### src/design/flash_prot_pkg.sv
// package: register map, field layout and carriers for the flash error/protection block
package flash_prot_pkg;

    localparam int ADDR_W = 4;
    localparam int DATA_W = 16;

    // register indices on the plain register port
    localparam logic [3:0] REG_ADDR_LOW   = 4'h0;
    localparam logic [3:0] REG_ADDR_HIGH  = 4'h1;
    localparam logic [3:0] REG_ERROR      = 4'h2;
    localparam logic [3:0] REG_WP_FUSES   = 4'h3;
    localparam logic [3:0] REG_AP_FUSES   = 4'h4;
    localparam logic [3:0] REG_AP1_LOW    = 4'h5;
    localparam logic [3:0] REG_AP1_HIGH   = 4'h6;
    localparam logic [3:0] REG_STATUS     = 4'h7;

    // field layout
    localparam logic [15:0] ADDR_LOW_MASK  = 16'hFFFC;
    localparam logic [15:0] ADDR_HIGH_MASK = 16'h001F;
    localparam logic [15:0] WP_MASK        = 16'h03FF;
    localparam int ERR_BIT   = 0;
    localparam int ERASE_ERROR_FLAG_BIT  = 1;
    localparam int PROGRAM_ERROR_FLAG_BIT  = 2;
    localparam int OVWR_BIT  = 3;
    localparam int SEQ_BIT   = 4;
    localparam int RES_BIT   = 5;
    localparam int WPF_BIT   = 8;
    localparam logic [15:0] ERROR_MASK = 16'h013F;
    localparam int ACCESS_PROTECT_FUSE_BIT  = 0;
    localparam int DEBUG_PROTECT_FUSE_BIT  = 1;
    localparam int NUM_SECT  = 10;
    localparam int NUM_PREG  = 4;

    // reset values
    localparam logic [15:0] ZERO16     = 16'h0000;
    localparam logic [15:0] PROT_ALL   = 16'h0000;
    localparam logic [15:0] FUSE_BLANK = 16'hFFFF;

    // dummy read word and trap vector for refused protected reads
    localparam logic [15:0] DUMMY_DATA  = 16'h0000;
    localparam logic [15:0] TRAP_VECTOR = 16'h009B;

    // fault events reported by the write sequencer, one cycle each
    typedef struct packed {
        logic write_fault;
        logic erase_fail;
        logic program_fail;
        logic overwrite;
        logic bad_sequence;
        logic bad_resume;
        logic protect_prog;
    } fault_events_s;

    // one program/erase attempt presented to the protection check
    typedef struct packed {
        logic                  valid;
        logic                  is_erase;
        logic [NUM_SECT-1:0]   sectors;
        logic                  setup_ok;
    } write_req_s;

    // a data access into the flash address space
    typedef struct packed {
        logic valid;
        logic is_write;
        logic fetch_from_flash;
    } data_access_s;

    typedef enum logic [1:0] {
        LOAD_IDLE,
        LOAD_READ,
        LOAD_DONE
    } fuse_load_e;

endpackage : flash_prot_pkg

### src/design/flash_addr_error_protect.sv
// flash program address, error flags and protection enforcement
// Operation
// - error register updates when bank-0 busy clears
// - write-error flag set on write fault or bad setup, held till cleared
// - erase-error flag set on erase failure, software clear only
// - program-error flag set on program failure, software clear only
// - overwrite-error flag set on one-over-zero, not for protection bits
// - bad register combination sets sequence error and blocks the write
// - bad resume sets resume error and aborts the suspended operation
// - write-protect hit sets flag; unprotected sectors of a multi-erase proceed
// - protection cells read once at reset into four volatile registers
// - all protection fuses read zero (protected) until the cells have been read
// - set protection accepted once the cells are read, unless code executes from the flash
// - four one-time-programmable protection registers, one write, three access
// - sector write blocked while its write-protect bit reads zero
// - access fuse zero blocks data access unless fetched from flash
// - debug fuse one lets debug bypass; zero disables debug and test modes
// - access protection enforced only when fuse and unprotect bit both zero
// - protected read from outside flash returns dummy data and trap 0x009B
`timescale 1ns/100ps
module flash_addr_error_protect
    import flash_prot_pkg::*;
(
    input  wire logic                 ref_clk_in,
    input  wire logic                 rst_in,
    // register port
    input  wire logic [ADDR_W-1:0]    reg_addr_in,
    input  wire logic [DATA_W-1:0]    reg_wdata_in,
    input  wire logic                 reg_write_in,
    input  wire logic                 reg_read_in,
    output logic      [DATA_W-1:0]    reg_rdata_out,
    // sequencer side
    input  wire logic                 bank0_busy_flag_in,
    input  wire fault_events_s        faults_in,
    input  wire write_req_s           write_req_in,
    input  wire logic                 suspend_active_in,
    input  wire logic                 set_protection_in,
    input  wire logic [1:0]           set_prot_reg_in,
    input  wire logic [15:0]          set_prot_data_in,
    input  wire logic                 exec_from_flash_in,
    input  wire data_access_s         access_in,
    input  wire logic                 temporary_unprotect_bit_in,
    // nonvolatile cell array
    input  wire logic [NUM_PREG*16-1:0] nv_cells_in,
    input  wire logic                 nv_ready_in,
    // results
    output logic [NUM_SECT-1:0]       sector_go_out,
    output logic                      write_go_out,
    output logic                      abort_suspended_out,
    output logic                      access_block_out,
    output logic                      trap_out,
    output logic [15:0]               trap_vector_out,
    output logic                      debug_enable_out,
    output logic                      prot_loaded_out
);

    logic [15:0] program_address_low;
    logic [15:0] program_address_high;
    logic [15:0] flash_error_flags;
    logic [15:0] pending;
    logic [15:0] next_address_low;
    logic [15:0] next_address_high;
    logic [15:0] next_error_flags;
    logic [15:0] next_pending;
    logic [15:0] next_rdata;
    logic [15:0] rdata;
    logic        busy_q;
    logic        sync_busy0;
    logic        sync_busy1;
    logic        sync_tau0;
    logic        sync_tau1;

    logic [NUM_PREG*16-1:0] prot_regs;
    logic [NUM_PREG-1:0]    set_sel;
    logic                   loaded;
    logic [15:0]            sector_write_protect_fuses;
    logic [15:0]            access_protect_fuses;
    logic [15:0]            ap1_low;
    logic [15:0]            ap1_high;
    logic [15:0]            event_bits;
    logic                   busy_fall;
    logic                   prot_active;
    logic [NUM_SECT-1:0]    sector_hit;

    logic [NUM_SECT-1:0]    next_sector_go;
    logic                   next_write_go;
    logic                   next_abort;
    logic                   next_block;
    logic                   next_trap;
    logic                   next_debug;
    logic [NUM_SECT-1:0]    sector_go;
    logic                   write_go;
    logic                   abort_q;
    logic                   block_q;
    logic                   trap_q;
    logic                   debug_q;
    logic [15:0]            next_trap_vec;
    logic [15:0]            trap_vec_q;

    // set protection only from outside the flash
    always_comb begin
        set_sel = '0;
        if (set_protection_in && !exec_from_flash_in) begin
            set_sel[set_prot_reg_in] = 1'b1;
        end
    end

    fuse_loader u_fuse_loader (
        .ref_clk_in    (ref_clk_in),
        .rst_in        (rst_in),
        .nv_cells_in   (nv_cells_in),
        .nv_ready_in   (nv_ready_in),
        .set_prot_in   (set_sel),
        .set_data_in   (set_prot_data_in),
        .prot_regs_out (prot_regs),
        .loaded_out    (loaded)
    );

    assign sector_write_protect_fuses = prot_regs[0*16 +: 16];
    assign access_protect_fuses       = prot_regs[1*16 +: 16];
    assign ap1_low                    = prot_regs[2*16 +: 16];
    assign ap1_high                   = prot_regs[3*16 +: 16];

    // busy and unprotect arrive from other logic blocks via pins
    always_ff @(posedge ref_clk_in) begin
        if (rst_in) begin
            sync_busy0 <= 1'b0;
            sync_busy1 <= 1'b0;
            sync_tau0  <= 1'b0;
            sync_tau1  <= 1'b0;
            busy_q     <= 1'b0;
        end else begin
            sync_busy0 <= bank0_busy_flag_in;
            sync_busy1 <= sync_busy0;
            sync_tau0  <= temporary_unprotect_bit_in;
            sync_tau1  <= sync_tau0;
            busy_q     <= sync_busy1;
        end
    end

    assign busy_fall = busy_q && !sync_busy1;

    // zero fuse means protected; before loading every sector is protected
    always_comb begin
        for (int s = 0; s < NUM_SECT; s++) begin
            sector_hit[s] = write_req_in.sectors[s]
                          && !sector_write_protect_fuses[s];
        end
    end

    // unprotect is synchronised, so it takes effect two cycles late
    assign prot_active = !access_protect_fuses[ACCESS_PROTECT_FUSE_BIT]
                       && !sync_tau1;

    // fault events collected while busy, posted when busy falls
    always_comb begin
        event_bits = ZERO16;
        event_bits[ERR_BIT]  = faults_in.write_fault
                             || (write_req_in.valid
                                 && !write_req_in.setup_ok);
        event_bits[ERASE_ERROR_FLAG_BIT] = faults_in.erase_fail;
        event_bits[PROGRAM_ERROR_FLAG_BIT] = faults_in.program_fail;
        event_bits[OVWR_BIT] = faults_in.overwrite
                             && !faults_in.protect_prog;
        event_bits[SEQ_BIT]  = faults_in.bad_sequence
                             || (write_req_in.valid
                                 && !write_req_in.setup_ok);
        event_bits[RES_BIT]  = faults_in.bad_resume
                             && suspend_active_in;
        event_bits[WPF_BIT]  = write_req_in.valid
                             && write_req_in.setup_ok
                             && (|sector_hit);
    end

    // program address registers; reserved bits always hold zero
    always_comb begin
        next_address_low  = program_address_low;
        next_address_high = program_address_high;
        if (reg_write_in && (reg_addr_in == REG_ADDR_LOW)) begin
            next_address_low = reg_wdata_in & ADDR_LOW_MASK;
        end
        if (reg_write_in && (reg_addr_in == REG_ADDR_HIGH)) begin
            next_address_high = reg_wdata_in & ADDR_HIGH_MASK;
        end
    end

    always_ff @(posedge ref_clk_in) begin
        if (rst_in) begin
            program_address_low  <= ZERO16;
            program_address_high <= ZERO16;
        end else begin
            program_address_low  <= next_address_low;
            program_address_high <= next_address_high;
        end
    end

    // error flags: writing zero clears a flag, one leaves it
    always_comb begin
        next_error_flags = flash_error_flags;
        next_pending     = pending | event_bits;
        if (reg_write_in && (reg_addr_in == REG_ERROR)) begin
            next_error_flags = flash_error_flags & reg_wdata_in;
        end
        if (busy_fall) begin
            // posting wins over a clear in the same cycle
            next_error_flags = next_error_flags
                             | (next_pending & ERROR_MASK);
            next_pending     = ZERO16;
        end
    end

    always_ff @(posedge ref_clk_in) begin
        if (rst_in) begin
            flash_error_flags <= ZERO16;
            pending           <= ZERO16;
        end else begin
            flash_error_flags <= next_error_flags;
            pending           <= next_pending;
        end
    end

    // read data stands for the one cycle after the strobe, zero otherwise
    always_comb begin
        next_rdata = ZERO16;
        if (reg_read_in) begin
            unique case (reg_addr_in)
                REG_ADDR_LOW:  next_rdata = program_address_low;
                REG_ADDR_HIGH: next_rdata = program_address_high;
                REG_ERROR:     next_rdata = flash_error_flags;
                REG_WP_FUSES:  next_rdata = sector_write_protect_fuses
                                          & WP_MASK;
                REG_AP_FUSES:  next_rdata = access_protect_fuses;
                REG_AP1_LOW:   next_rdata = ap1_low;
                REG_AP1_HIGH:  next_rdata = ap1_high;
                REG_STATUS:    next_rdata = {14'h0000, prot_active, loaded};
                default:       next_rdata = ZERO16;
            endcase
        end
    end

    always_ff @(posedge ref_clk_in) begin
        if (rst_in) begin
            rdata <= ZERO16;
        end else begin
            rdata <= next_rdata;
        end
    end

    // gating of writes, accesses and debug
    always_comb begin
        next_write_go  = write_req_in.valid && write_req_in.setup_ok
                       && !faults_in.bad_sequence;
        next_sector_go = '0;
        if (next_write_go) begin
            next_sector_go = write_req_in.sectors & ~sector_hit;
        end
        next_abort = faults_in.bad_resume && suspend_active_in;
        next_block = access_in.valid && prot_active
                   && !access_in.fetch_from_flash;
        next_trap  = next_block && !access_in.is_write;
        next_trap_vec = next_trap ? TRAP_VECTOR : DUMMY_DATA;
        next_debug = loaded
                   && access_protect_fuses[DEBUG_PROTECT_FUSE_BIT];
    end

    always_ff @(posedge ref_clk_in) begin
        if (rst_in) begin
            sector_go <= '0;
            write_go  <= 1'b0;
            abort_q   <= 1'b0;
            block_q   <= 1'b0;
            trap_q    <= 1'b0;
            trap_vec_q <= DUMMY_DATA;
            debug_q   <= 1'b0;
        end else begin
            sector_go <= next_sector_go;
            write_go  <= next_write_go;
            abort_q   <= next_abort;
            block_q   <= next_block;
            trap_q    <= next_trap;
            trap_vec_q <= next_trap_vec;
            debug_q   <= next_debug;
        end
    end

    assign reg_rdata_out       = rdata;
    assign sector_go_out       = sector_go;
    assign write_go_out        = write_go;
    assign abort_suspended_out = abort_q;
    assign access_block_out    = block_q;
    assign trap_out            = trap_q;
    // a vector only accompanies the trap pulse
    assign trap_vector_out     = trap_vec_q;
    assign debug_enable_out    = debug_q;
    assign prot_loaded_out     = loaded;

endmodule : flash_addr_error_protect

### src/design/fuse_loader.sv
// loader that copies the nonvolatile protection cells into volatile copies
`timescale 1ns/100ps
module fuse_loader
    import flash_prot_pkg::*;
(
    input  wire logic                     ref_clk_in,
    input  wire logic                     rst_in,
    input  wire logic [NUM_PREG*16-1:0]   nv_cells_in,
    input  wire logic                     nv_ready_in,
    input  wire logic [NUM_PREG-1:0]      set_prot_in,
    input  wire logic [15:0]              set_data_in,
    output logic      [NUM_PREG*16-1:0]   prot_regs_out,
    output logic                          loaded_out
);

    fuse_load_e            state;
    fuse_load_e            next_state;
    logic [NUM_PREG*16-1:0] regs;
    logic [NUM_PREG*16-1:0] next_regs;
    logic [1:0]            rdy_sync;
    logic                  loaded;
    logic                  next_loaded;

    // all protections read active (zero) until the cells have been read
    always_comb begin
        next_state = state;
        next_regs  = regs;
        unique case (state)
            LOAD_IDLE: next_state = LOAD_READ;
            LOAD_READ: begin
                if (rdy_sync[1]) begin
                    next_regs  = nv_cells_in;
                    next_state = LOAD_DONE;
                end
            end
            LOAD_DONE: begin
                // set protection writes the volatile copy; a 1 temporarily
                // unprotects, a 0 protects again until a later set writes a 1
                for (int i = 0; i < NUM_PREG; i++) begin
                    if (set_prot_in[i]) begin
                        next_regs[i*16 +: 16] = set_data_in;
                    end
                end
            end
        endcase
        next_loaded = (next_state == LOAD_DONE);
    end

    always_ff @(posedge ref_clk_in) begin
        if (rst_in) begin
            state    <= LOAD_IDLE;
            regs     <= {NUM_PREG{PROT_ALL}};
            rdy_sync <= 2'h0;
            loaded   <= 1'b0;
        end else begin
            state    <= next_state;
            regs     <= next_regs;
            rdy_sync <= {rdy_sync[0], nv_ready_in};
            loaded   <= next_loaded;
        end
    end

    assign prot_regs_out = regs;
    assign loaded_out    = loaded;

endmodule : fuse_loader

### config.mk
export PLATFORM = sky130hd
export DESIGN_NAME = flash_addr_error_protect
export DESIGN_NICKNAME = d
export VERILOG_FILES = /design/src/design/flash_prot_pkg.sv /design/src/design/flash_addr_error_protect.sv /design/src/design/fuse_loader.sv
export SDC_FILE = /design/constraint.sdc
export NUM_CORES = 1
export LEC_CHECK = 0
export BUFFER_PORTS_ARGS = -buffer_cell sky130_fd_sc_hd__buf_2
export CAP_MARGIN = 20
export CORE_ASPECT_RATIO = 0.7
export CORE_MARGIN = 4
export CORE_UTILIZATION = 56
export CTS_BUF_LIST = sky130_fd_sc_hd__clkbuf_8 sky130_fd_sc_hd__clkbuf_16
export CTS_CLUSTER_SIZE = 8
export DETAILED_ROUTE_END_ITERATION = 10
export HOLD_SLACK_MARGIN = 0.06
export PLACE_DENSITY_LB_ADDON = 0.25
export SETUP_SLACK_MARGIN = 0.5
export SKIP_LAST_GASP = 1
export SYNTH_ARGS = -nofsm -noshare
export SYNTH_HDL_FRONTEND = slang
export SYNTH_SLANG_ARGS = --single-unit
### constraint.sdc
create_clock -name ref_clk_in -period 5.4 [get_ports ref_clk_in]
set_input_delay 0 -clock ref_clk_in [delete_from_list [all_inputs] [get_ports ref_clk_in]]
set_output_delay 0 -clock ref_clk_in [all_outputs]
set_load 0.05 [all_outputs]
## Yosys cells after proc, flatten, opt, wreduce, memory -nomap -nowiden

Cells that the tools add are included.

- Word-level logic and storage cells: 122
- Register bits after elaboration: 166
- Output and inout bits: 48

- Equality and inequality tests: 15
- Bitwise operators: 7
- Reductions and logical operators: 59
- Muxes and demuxes: 15
- Magnitude comparators: 2

Operators with widths:

| cell | number |
|---|---|
| 16-bit case mux with 8 select lines | 1 |
| 64-bit case mux with 2 select lines | 1 |
| 16-bit 2-to-1 mux | 6 |
| 64-bit 2-to-1 mux | 1 |
| 16-bit by 9-bit bitwise OR with 16-bit output | 2 |
| 1-bit logical AND | 27 |
| 1-bit zero test | 19 |
| 16-bit bitwise AND | 1 |
| 4-bit by 3-bit equality test with 1-bit output (second input constant) | 4 |
| 3-bit AND reduction | 4 |
| 10-bit bitwise AND | 1 |
| 10-bit NOT | 1 |
| 10-bit OR reduction | 1 |
| 4-bit by 2-bit equality test with 1-bit output (second input constant) | 2 |
| 8-bit 2-to-1 mux | 1 |
| 2-bit inequality test (second input constant) | 4 |
| 2-bit OR reduction | 3 |
| 2-bit equality test (second input constant) | 2 |
| 4-bit by 1-bit equality test with 1-bit output (second input constant) | 1 |
| 4-bit zero test | 1 |
| 4-bit 2-to-1 mux | 1 |
| 2-bit case mux with 2 select lines | 1 |
| 2-bit by 3-bit < comparator with 1-bit output (second input constant) | 1 |
| 1-bit demux with 2-bit select | 1 |
| other kinds (9) | 11 |

## Longest topological paths before layout

Gate-level depths: netlist (run 1).

- Depth in word-level cells: 7
- Depth in mapped cells: 8
- Mapped depth without buffers: 6

## Cells and area by module

A second synthesis (run 1) with hierarchy kept.

- Cell total of the unflattened synthesis: 663
- Area total of the unflattened synthesis: 6378.6 um^2

Modules (own cells, without submodules):

| module | area each (um^2) | sequential area each (um^2) | instances | cells each |
|---|---|---|---|---|
| flash_addr_error_protect | 3316.9 | 1561.5 | 1 | 370 |
| fuse_loader | 3061.7 | 1381.3 | 1 | 293 |

## Worst setup path after synthesis (run 1)

OpenSTA, ideal clock, no wires.

- Path type: register to register
- From: register u_fuse_loader.state[1]
- To: register u_fuse_loader.regs[25] (netlist: u_fuse_loader.prot_regs_out[25])
- Buffers on the path: 1
- Cell stages (with the launch flop): 8
- Path slack: 3.651 ns
- Required time: 5.314 ns
- Data arrival time: 1.663 ns
- Clock period less this slack: 1.749 ns
- Cells stage by stage: dfxtp_1 > inv_1 > ha_1 > nor2b_1 > a211oi_2 > clkbuf_1 > nor2_1 > a211oi_1

- Word-level cells in the longest chain between the ends: 3
- Elaborated cells between the ends (all ways): 7

Ends and longest elaborated chain:

| element | RTL line | RTL |
|---|---|---|
| start, declared | fuse_loader.sv:16 | `fuse_load_e state;` |
| start signal, assigned | fuse_loader.sv:56 | `state <= next_state;` |
| 2-bit equality test or 2-bit by 1-bit equality test with 1-bit output (tied branches) | fuse_loader.sv:28 | `unique case (state)` |
| 2-bit inequality test (no line), or another cell as far along | n/a |  |
| 3-bit AND reduction (no line) | n/a |  |
| end signal, assigned | fuse_loader.sv:52 | `regs <= {NUM_PREG{PROT_ALL}};` |
| end signal, assigned | fuse_loader.sv:57 | `regs <= next_regs;` |
| end, declared | fuse_loader.sv:18 | `logic [NUM_PREG*16-1:0] regs;` |

Parallel ways exist; a longest one is shown, timed or not.
A chain may end at the register's enable or synchronous reset.

## Worst setup path in the final report (run 1)

- From: register u_fuse_loader.state[0]
- To: register u_fuse_loader.regs[21] (netlist: u_fuse_loader.prot_regs_out[21])

Same word-level chain as after synthesis.

==> results of run 1 <==
[worst paths after layout]
path	to	slack, ns
worst max-delay path	u_fuse_loader.prot_regs_out[21]	2.25
worst min-delay path	flash_error_flags[3]	0.06
worst max register to register	u_fuse_loader.prot_regs_out[21]	2.25
worst min register to register	sync_busy1	0.44
[placed cells by master, fill, tap and decap left out, types with 2 or more instances in the layout]
master and count:
sky130_fd_sc_hd__a211oi_1 49, sky130_fd_sc_hd__a211oi_2 11, sky130_fd_sc_hd__a211oi_4 3, sky130_fd_sc_hd__a21oi_1 35, sky130_fd_sc_hd__a221oi_1 2, sky130_fd_sc_hd__a222oi_1 7
sky130_fd_sc_hd__a22oi_1 27, sky130_fd_sc_hd__a31oi_1 9, sky130_fd_sc_hd__and3_1 11, sky130_fd_sc_hd__buf_2 163, sky130_fd_sc_hd__buf_4 4, sky130_fd_sc_hd__buf_8 3
sky130_fd_sc_hd__bufinv_16 4, sky130_fd_sc_hd__clkbuf_16 17, sky130_fd_sc_hd__clkinv_2 4, sky130_fd_sc_hd__clkinvlp_4 3, sky130_fd_sc_hd__conb_1 11, sky130_fd_sc_hd__dfxtp_1 141
sky130_fd_sc_hd__diode_2 4, sky130_fd_sc_hd__dlygate4sd3_1 152, sky130_fd_sc_hd__ha_1 2, sky130_fd_sc_hd__inv_1 14, sky130_fd_sc_hd__mux2i_1 68, sky130_fd_sc_hd__nand2_1 37
sky130_fd_sc_hd__nand2b_1 9, sky130_fd_sc_hd__nand3b_1 3, sky130_fd_sc_hd__nand4b_1 2, sky130_fd_sc_hd__nand4bb_1 2, sky130_fd_sc_hd__nor2_1 88, sky130_fd_sc_hd__nor2b_1 11
sky130_fd_sc_hd__nor3_1 7, sky130_fd_sc_hd__nor3b_1 10, sky130_fd_sc_hd__nor3b_2 2, sky130_fd_sc_hd__nor4_1 4, sky130_fd_sc_hd__o21ai_0 10, sky130_fd_sc_hd__o22ai_1 4
sky130_fd_sc_hd__or2_2 7
[metrics by stage]
stage	area [um^2]	std cells	power, mW	setup WS (ns)	hold slack [ns]
6_report	9100	1104	2.93	2.25	0.0596
5_1_grt	9100	1103	2.97	2.33	0.0726
4_1_cts	9020	1096	2.78	2.72	0.0602
3_5_place_dp	6900	913	1.50	2.81	0.161
3_3_place_gp	6890	912	1.49	2.99	0.155
2_1_floorplan	6170	662	1.39	3.65	0.0716
[registers in the layout, summed over array words and instances (netlist names)]
signal	count
u_fuse_loader.prot_regs_out	58
reg_rdata_out	16
sync_busy1	1
trap_vector_out	1
abort_suspended_out	1
write_go_out	1
sector_go_out	10
u_fuse_loader.loaded_out	1
flash_error_flags	16
access_block_out	1
sync_busy0	1
busy_q	1
u_fuse_loader.rdy_sync	2
sync_tau0	1
sync_tau1	1
u_fuse_loader.state	2
pending	7
program_address_low	14
program_address_high	5
debug_enable_out	1
[area by class of cell]
| type | count | area share [%] |
|---|---|---|
| well taps | 148 | 2.03 |
| diodes | 4 | 0.110 |
| flip-flops and latches | 141 | 31.0 |
| repair buffers | 323 | 26.8 |
| inverters | 12 | 0.495 |
| multi-input cells | 445 | 32.9 |
| clock buffers | 17 | 4.67 |
| clock inverters | 14 | 1.97 |
[power breakdown]
| group | switching [mW] | internal [mW] | total, mW |
|---|---|---|---|
| combinational | 0.290 | 0.210 | 0.501 |
| sequential | 0.0726 | 1.11 | 1.18 |
| clock | 0.483 | 0.764 | 1.25 |
| total | 0.846 | 2.08 | 2.93 |
[repair_timing]
action                                 in CTS  in global routing
hold buffers                              152                  0
endpoints found under the hold margin     115                  0
gates resized for setup                     0                  0
[critical path, stage by stage, from the launching register on]
cell and delay, ns:
sky130_fd_sc_hd__dfxtp_1 0.37, sky130_fd_sc_hd__inv_1 0.17, sky130_fd_sc_hd__ha_4 0.96, sky130_fd_sc_hd__mux2i_1 0.38, sky130_fd_sc_hd__dlygate4sd3_1 0.74, sky130_fd_sc_hd__a211oi_1 0.39
[kinds of logic after synthesis]
logic type,Yosys count
multiplexers,69
AO/OA/AOI/OAI,160
AND/OR/NAND/NOR,202
buffers and inverters,76
other,1
flip-flops,141
adder cells (fa/ha/maj),3
[routing by layer]
layer  global-route usage [%]  vias to the layer above
met5                        0                        -
met4                     17.8                        0
met3                     10.2                      268
met2                     61.5                      805
met1                     45.8                     3247
li1                         -                     2890
==> out/summary.txt, run 1 <==
======================================================================================
Status                                                                    finished clean
Clock Skew                                                                   0.0103 ns
Maximum clock insertion buffer count                                                 2
Hold Violations, Final                                                               0
Area of the mapped netlist                                                0.00613 mm^2
Post-synth EDFFs                                                                     0
Fraction of the core area covered by cells at the end of the flow                86.6%
Routed via count                                                                  7210
Standard-cell row count                                                             31
Post-synth ARST share                                                               0%
Area fraction of the dominant cell type after synthesis                          46.1%
Clock transition at the registers of the reported paths                        0.06 ns
Final Net Count                                                                   1078
WL per Instance                                                                25.2 um
Tcrit/Tclk final                                                                 58.3%
Input/output buffers                                                               164
FILL cells                                                                         461
Count of synthesis-stage warnings from yosys                                         0
Post-synth top area cell                                                  sky130_fd_sc_hd__dfxtp_1
Die boundary height                                                            95.5 um
Max-capacitance violation count                                                      0
CP startpoint                                                             u_fuse_loader.state[0]
Routed met3 length                                                             4160 um
Number of top-level design ports                                                   183
Hold Path Stages                                                                     5
Average size of a mapped cell                                                9.40 um^2
Most instantiated cells after synthesis                                   141 x sky130_fd_sc_hd__dfxtp_1, 88 x sky130_fd_sc_hd__nor2_1, 68 x sky130_fd_sc_hd__mux2i_1
Number of nets still failing antenna checks after routing                            0
Weighted congestion at the end of routability-driven global placement            0.860
Initial core utilization                                                         58.3%
Maximum number of pins on one net before global-route repair                       111
Clock period minus worst slack                                                 3.15 ns
Multiplexer area fraction after synthesis                                        11.3%
Slew headroom                                                                    17.7%
Layout cells sized above 1                                                       23.9%
Simple-gate share of the synthesized area                                        16.7%
Register area share after synthesis                                              46.1%
Top metal layer carrying routed signals                                           met4
Count of H-tree levels built during CTS                                              4
Total number of clock tree sinks                                                   141
Worst IR drop on VDD                                                          0.332 mV
Logic depth of the worst register-to-register path                                   5
Most used flip-flop cell after synthesis                                  sky130_fd_sc_hd__dfxtp_1
Via count of the first global-routing pass                                        6705
Area taken by flip-flops and latches                                      0.00282 mm^2
Area share of xor/xnor cells in the synthesized design                              0%
Met2 routed WL                                                                11600 um
Count of unresolved DRC violations after routing                                     0
DPL Wire Length                                                               12800 um
Synth Area in Compound Gates                                                     19.0%
Leakage power of the design                                                    3.64 nW
Max-slew violation count                                                             0
Worst-Skew Late Latency                                                        0.43 ns
Critical path fanouts, max                                                          63
Total Routed Length                                                           27800 um
Arrival time of data at the critical path endpoint                             3.45 ns
Power density over cell area                                               322 mW/mm^2
Yosys reg bits                                                                     141
First-pass GRT wire length                                                    36300 um
Area occupied by multi-input gates                                        0.00300 mm^2
Final TNS setup                                                                   0 ns
Number of buffers inserted by post-CTS setup repair                                  0
Origin of the critical flop-to-flop path                                  u_fuse_loader.state[0]
Crit end category                                                            flip-flop
Growth of design area from synthesis to finish                                   48.6%
Number of distinct standard cells referenced by the synthesized netlist             45
Wire length the detailed router placed on met1                                 9550 um
Largest family of logic cells by synthesized area                         compound AO/OA/AOI/OAI gates
Path class of the lowest-slack min-delay path                                in -> reg
Peak Freq                                                                    0.318 GHz
Top cells by area, synth                                                  sky130_fd_sc_hd__dfxtp_1 46%, sky130_fd_sc_hd__mux2i_1 11%, sky130_fd_sc_hd__a211oi_1 6.0%
RSZ-0062 raised after global routing                                                no
Number of DRC markers in iteration 0                                              1207
Setup crit start kind                                                        flip-flop
Cell with the most instances after synthesis                              sky130_fd_sc_hd__dfxtp_1
WS Path Type                                                                reg -> reg
Setup-violating endpoint count in the final report                                   0
Required time at the worst-slack endpoint                                      5.70 ns
Adder-cell area share of the yosys netlist                                      0.612%
Die outline width                                                               133 um
Slew at the pin closest to its max-slew limit                                  1.22 ns
CTS tree                                                                         built
HP Start                                                                  faults_in[0]
Antenna violations before repair                                                     3
Inserted Clock Buffers                                                              17
Router iterations before antenna repair                                              6
Synthesized instance count                                                         652
Vias per cell                                                                     6.53
CTS Root Cell                                                             sky130_fd_sc_hd__clkbuf_16
Combined global-route utilization of all metal layers                            37.3%
Overflow after GRT                                                                   0
Area of the core region                                                    0.0105 mm^2
Total die area                                                             0.0127 mm^2
======================================================================================
No activity file was read; power rests on OpenSTA's default activity.
==> inputs of run 2 (changes only) <==
Settings changed: ABC_AREA from default to 1, CORE_UTILIZATION 56 to 52.
Clock period 5.4 ns to 2.9 ns, I/O delays scaled along.
==> run 2 against run 1 <==
First-iteration DRC count is 51% lower. Clock-buffer cell count did not move. Synthesized area decreased by 0.18%. Total power increased by 78%. Setup slack worse by 1.5 ns. Clock skew down 0.0047 ns. Die area rose by 6.9%. Global-route usage fell by 7.6 points. Synthesized cell count up 32%. Core utilization fell by 9.7 points. Wire length decreased by 28%. Worst hold slack gained 0.0088 ns. Critical path type unchanged. Critical endpoint is now u_fuse_loader.prot_regs_out[53].
==> out/summary.txt, run 2 <==
======================================================================================
Hold Violations, Final                                                               0   unchanged
CTS tree                                                                         built
Count of unresolved DRC violations after routing                                     0   unchanged
WS Path Type                                                                reg -> reg
Weighted congestion at the end of routability-driven global placement            0.859   -0.12%
Router iterations before antenna repair                                              5   -1
Vias per cell                                                                     5.21   -20%
Top library cells by usage in the layout, fill and taps aside             164 x sky130_fd_sc_hd__buf_2, 141 x sky130_fd_sc_hd__dfxtp_1, 139 x sky130_fd_sc_hd__inv_1
Path class of the lowest-slack min-delay path                                in -> reg
Most used cell, CP                                                        sky130_fd_sc_hd__o21ai_0
Count of synthesis-stage warnings from yosys                                         0   unchanged
Number of flip-flops in the largest register                                        58   unchanged
Number of buffers inserted by post-CTS setup repair                                  0   unchanged
Total Routed Length                                                           20000 um   -28%
Delay contributed by the slowest stage of the critical path                    0.59 ns   -0.37 ns
Average size of a mapped cell                                                7.11 um^2   -24%
Maximum clock insertion buffer count                                                 2   unchanged
Cells traversed along the worst timing path                               ha_2 -> buf_12 -> nand2_1 -> o21ai_0 -> dlygate4sd3_1 -> o21ai_0 -> nor2_1
Required time at the worst-slack endpoint                                      3.26 ns   -2.44 ns
Post-synth top area cell                                                  sky130_fd_sc_hd__dfxtp_1
Count of H-tree levels built during CTS                                              4   unchanged
Number of distinct standard cells referenced by the synthesized netlist             27   -40%
Arrival time of data at the critical path endpoint                             2.52 ns   -0.93 ns
Final TNS setup                                                                   0 ns   unchanged
Total die area                                                             0.0136 mm^2   +6.9%
Power density over cell area                                               604 mW/mm^2   +88%
Antenna fix cells                                                                    0   -4
Clock transition at the registers of the reported paths                        0.06 ns   about the same
Tcrit/Tclk final                                                                 74.5%   +16 points
HP Start                                                                  nv_cells_in[43]
Max-slew violation count                                                             0   unchanged
Peak Freq                                                                    0.463 GHz   +46%
Via count of the first global-routing pass                                        6391   -4.7%
Number of nets still failing antenna checks after routing                            0   unchanged
Leakage power of the design                                                    4.02 nW   +10%
Most common cell after layout, fill and taps aside                        sky130_fd_sc_hd__buf_2
Layout cells sized above 1                                                       19.8%   -4.2 points
Dpl ws                                                                        0.875 ns   -1.94 ns
Synthesized instance count                                                         860   +32%
Most instantiated cells after synthesis                                   141 x sky130_fd_sc_hd__dfxtp_1, 140 x sky130_fd_sc_hd__inv_1, 115 x sky130_fd_sc_hd__o21ai_0
Total number of clock tree sinks                                                   141   unchanged
Origin of the critical flop-to-flop path                                  u_fuse_loader.state[1]
Combined global-route utilization of all metal layers                            29.7%   -7.6 points
Maximum number of pins on one net before global-route repair                        79   -29%
Slew at the pin closest to its max-slew limit                                 0.711 ns   -0.512 ns
Inserted Clock Buffers                                                              17   unchanged
Max-capacitance violation count                                                      0   unchanged
Worst reg-to-reg setup slack                                                   0.74 ns   -1.51 ns
Area fraction of the dominant cell type after synthesis                          46.1%   +0.085 points
Area of the mapped netlist                                                0.00612 mm^2   -0.18%
Status                                                                    finished clean
Number of DRC markers in iteration 0                                               596   -51%
CP startpoint                                                             u_fuse_loader.state[1]
Die boundary height                                                            98.7 um   +3.4%
CTS Root Cell                                                             sky130_fd_sc_hd__clkbuf_16
Most used flip-flop cell after synthesis                                  sky130_fd_sc_hd__dfxtp_1
Register area share after synthesis                                              46.1%   +0.085 points
Clock period minus worst slack                                                 2.16 ns   -0.988 ns
Area of the core region                                                    0.0113 mm^2   +7.0%
Input/output buffers                                                               164   unchanged
Slew headroom                                                                    52.5%   +35 points
Post-synth ARST share                                                               0%   unchanged
Overflow after GRT                                                                   0   unchanged
Cell with the biggest individual delay on the critical path               sky130_fd_sc_hd__dlygate4sd3_1
WL per Instance                                                                15.6 um   -38%
Crit end category                                                            flip-flop
Top cells by area, synth                                                  sky130_fd_sc_hd__dfxtp_1 46%, sky130_fd_sc_hd__o21ai_0 9.4%, sky130_fd_sc_hd__inv_1 8.6%
Routed via count                                                                  6664   -7.6%
Final Net Count                                                                   1252   +16%
Number of top-level design ports                                                   183   unchanged
Cell with the most instances after synthesis                              sky130_fd_sc_hd__dfxtp_1
First-pass GRT wire length                                                    31400 um   -13%
Setup crit start kind                                                        flip-flop
Worst IR drop on VDD                                                          0.455 mV   +37%
Final Worst Setup Slack                                                       0.739 ns   -1.51 ns
Antenna violations before repair                                                     1   -2
RSZ-0062 raised after global routing                                                no
Yosys reg bits                                                                     141   unchanged
Initial core utilization                                                         54.4%   -3.9 points
Critical path fanouts, max                                                          75   +19%
Worst-Skew Late Latency                                                        0.42 ns   about the same
Setup-violating endpoint count in the final report                                   0   unchanged
DPL Wire Length                                                               12500 um   -2.4%
Post-synth EDFFs                                                                     0   unchanged
Clock Skew                                                                  0.00557 ns   -0.00475 ns
Growth of design area from synthesis to finish                                   41.5%
Standard-cell row count                                                             32   +3.2%
Die outline width                                                               138 um   +3.5%
======================================================================================
run 2: changes by cell type in the layout (fill, tap and decap cells not counted), sizes merged, moves of 42 or more:
cell	change
o21ai	+143
nand2	+75
dlygate4sd3	-42
inv	+133
a211oi	-63
a21oi	+51
mux2i	-68
run 2: worst max-delay path: cells and delay by family (launching register included):
family                   cells  cell delay (ns)
buffers and inverters        2             0.84
AND/OR/NAND/NOR              2             0.29
flip-flops                   1             0.43
adder cells (fa/ha/maj)      1             0.28
AO/OA/AOI/OAI                2             0.23
run 2: where the power goes:
group,leakage (nW),switching (mW),internal [mW]
clock,0.305,0.866,1.52
combinational,2.56,0.436,0.290
sequential,1.15,0.0527,2.06
run 2: cell families after synthesis:
| logic type | synth area share, % |
|---|---|
| compound gates | 22.2 |
| simple gates | 17.1 |
| buf+inv | 13.9 |
| flops | 46.1 |
| fa+ha+maj | 0.614 |
| other cells | 0.0613 |
run 2: worst paths after layout:
kind / endpoint / cells past startpoint
worst min register to register: u_fuse_loader.rdy_sync[1] / 2
worst max register to register: u_fuse_loader.prot_regs_out[53] / 7
worst max-delay path: u_fuse_loader.prot_regs_out[53] / 7
worst min-delay path: u_fuse_loader.prot_regs_out[43] / 5
run 2: area by class of cell:
type / instances / area [um^2]
clock buffers: 17 / 425
clock inverters: 15 / 221
fillers: 829 / 2590
inverters: 150 / 563
multi-input cells: 528 / 2480
flip-flops and latches: 141 / 2820
well taps: 153 / 191
repair buffers: 276 / 1950
run 2: layer usage:
metal	part of all wire, %	track usage, %	routed length [um]	up-vias
li1	-	-	-	3225
met1	41	38.6	8270	3023
met2	46	47.0	9160	353
met3	9.6	7.60	1910	61
met4	3.1	12.0	616	2
met5	0.055	0	11	-
run 2: through the flow:
step                      area (um^2)  hold WS [ns]  cells  utilization (%)  power (mW)
after global placement           6900         0.187   1138             61.3        2.71
after CTS                        8640        0.0613   1280             76.8        5.19
after detailed placement         6900         0.187   1138             61.3        2.72
after global routing             8660         0.106   1280             76.9        5.39
final                            8660        0.0685   1280             76.9        5.23
after floorplan                  6150        0.0792    870                -        2.53
run 2: what timing repair did:
item,in CTS,in global routing
resized for setup,0,4
setup endpoints to repair,0,24
hold buffers,110,0
endpoints found under the hold margin,99,0
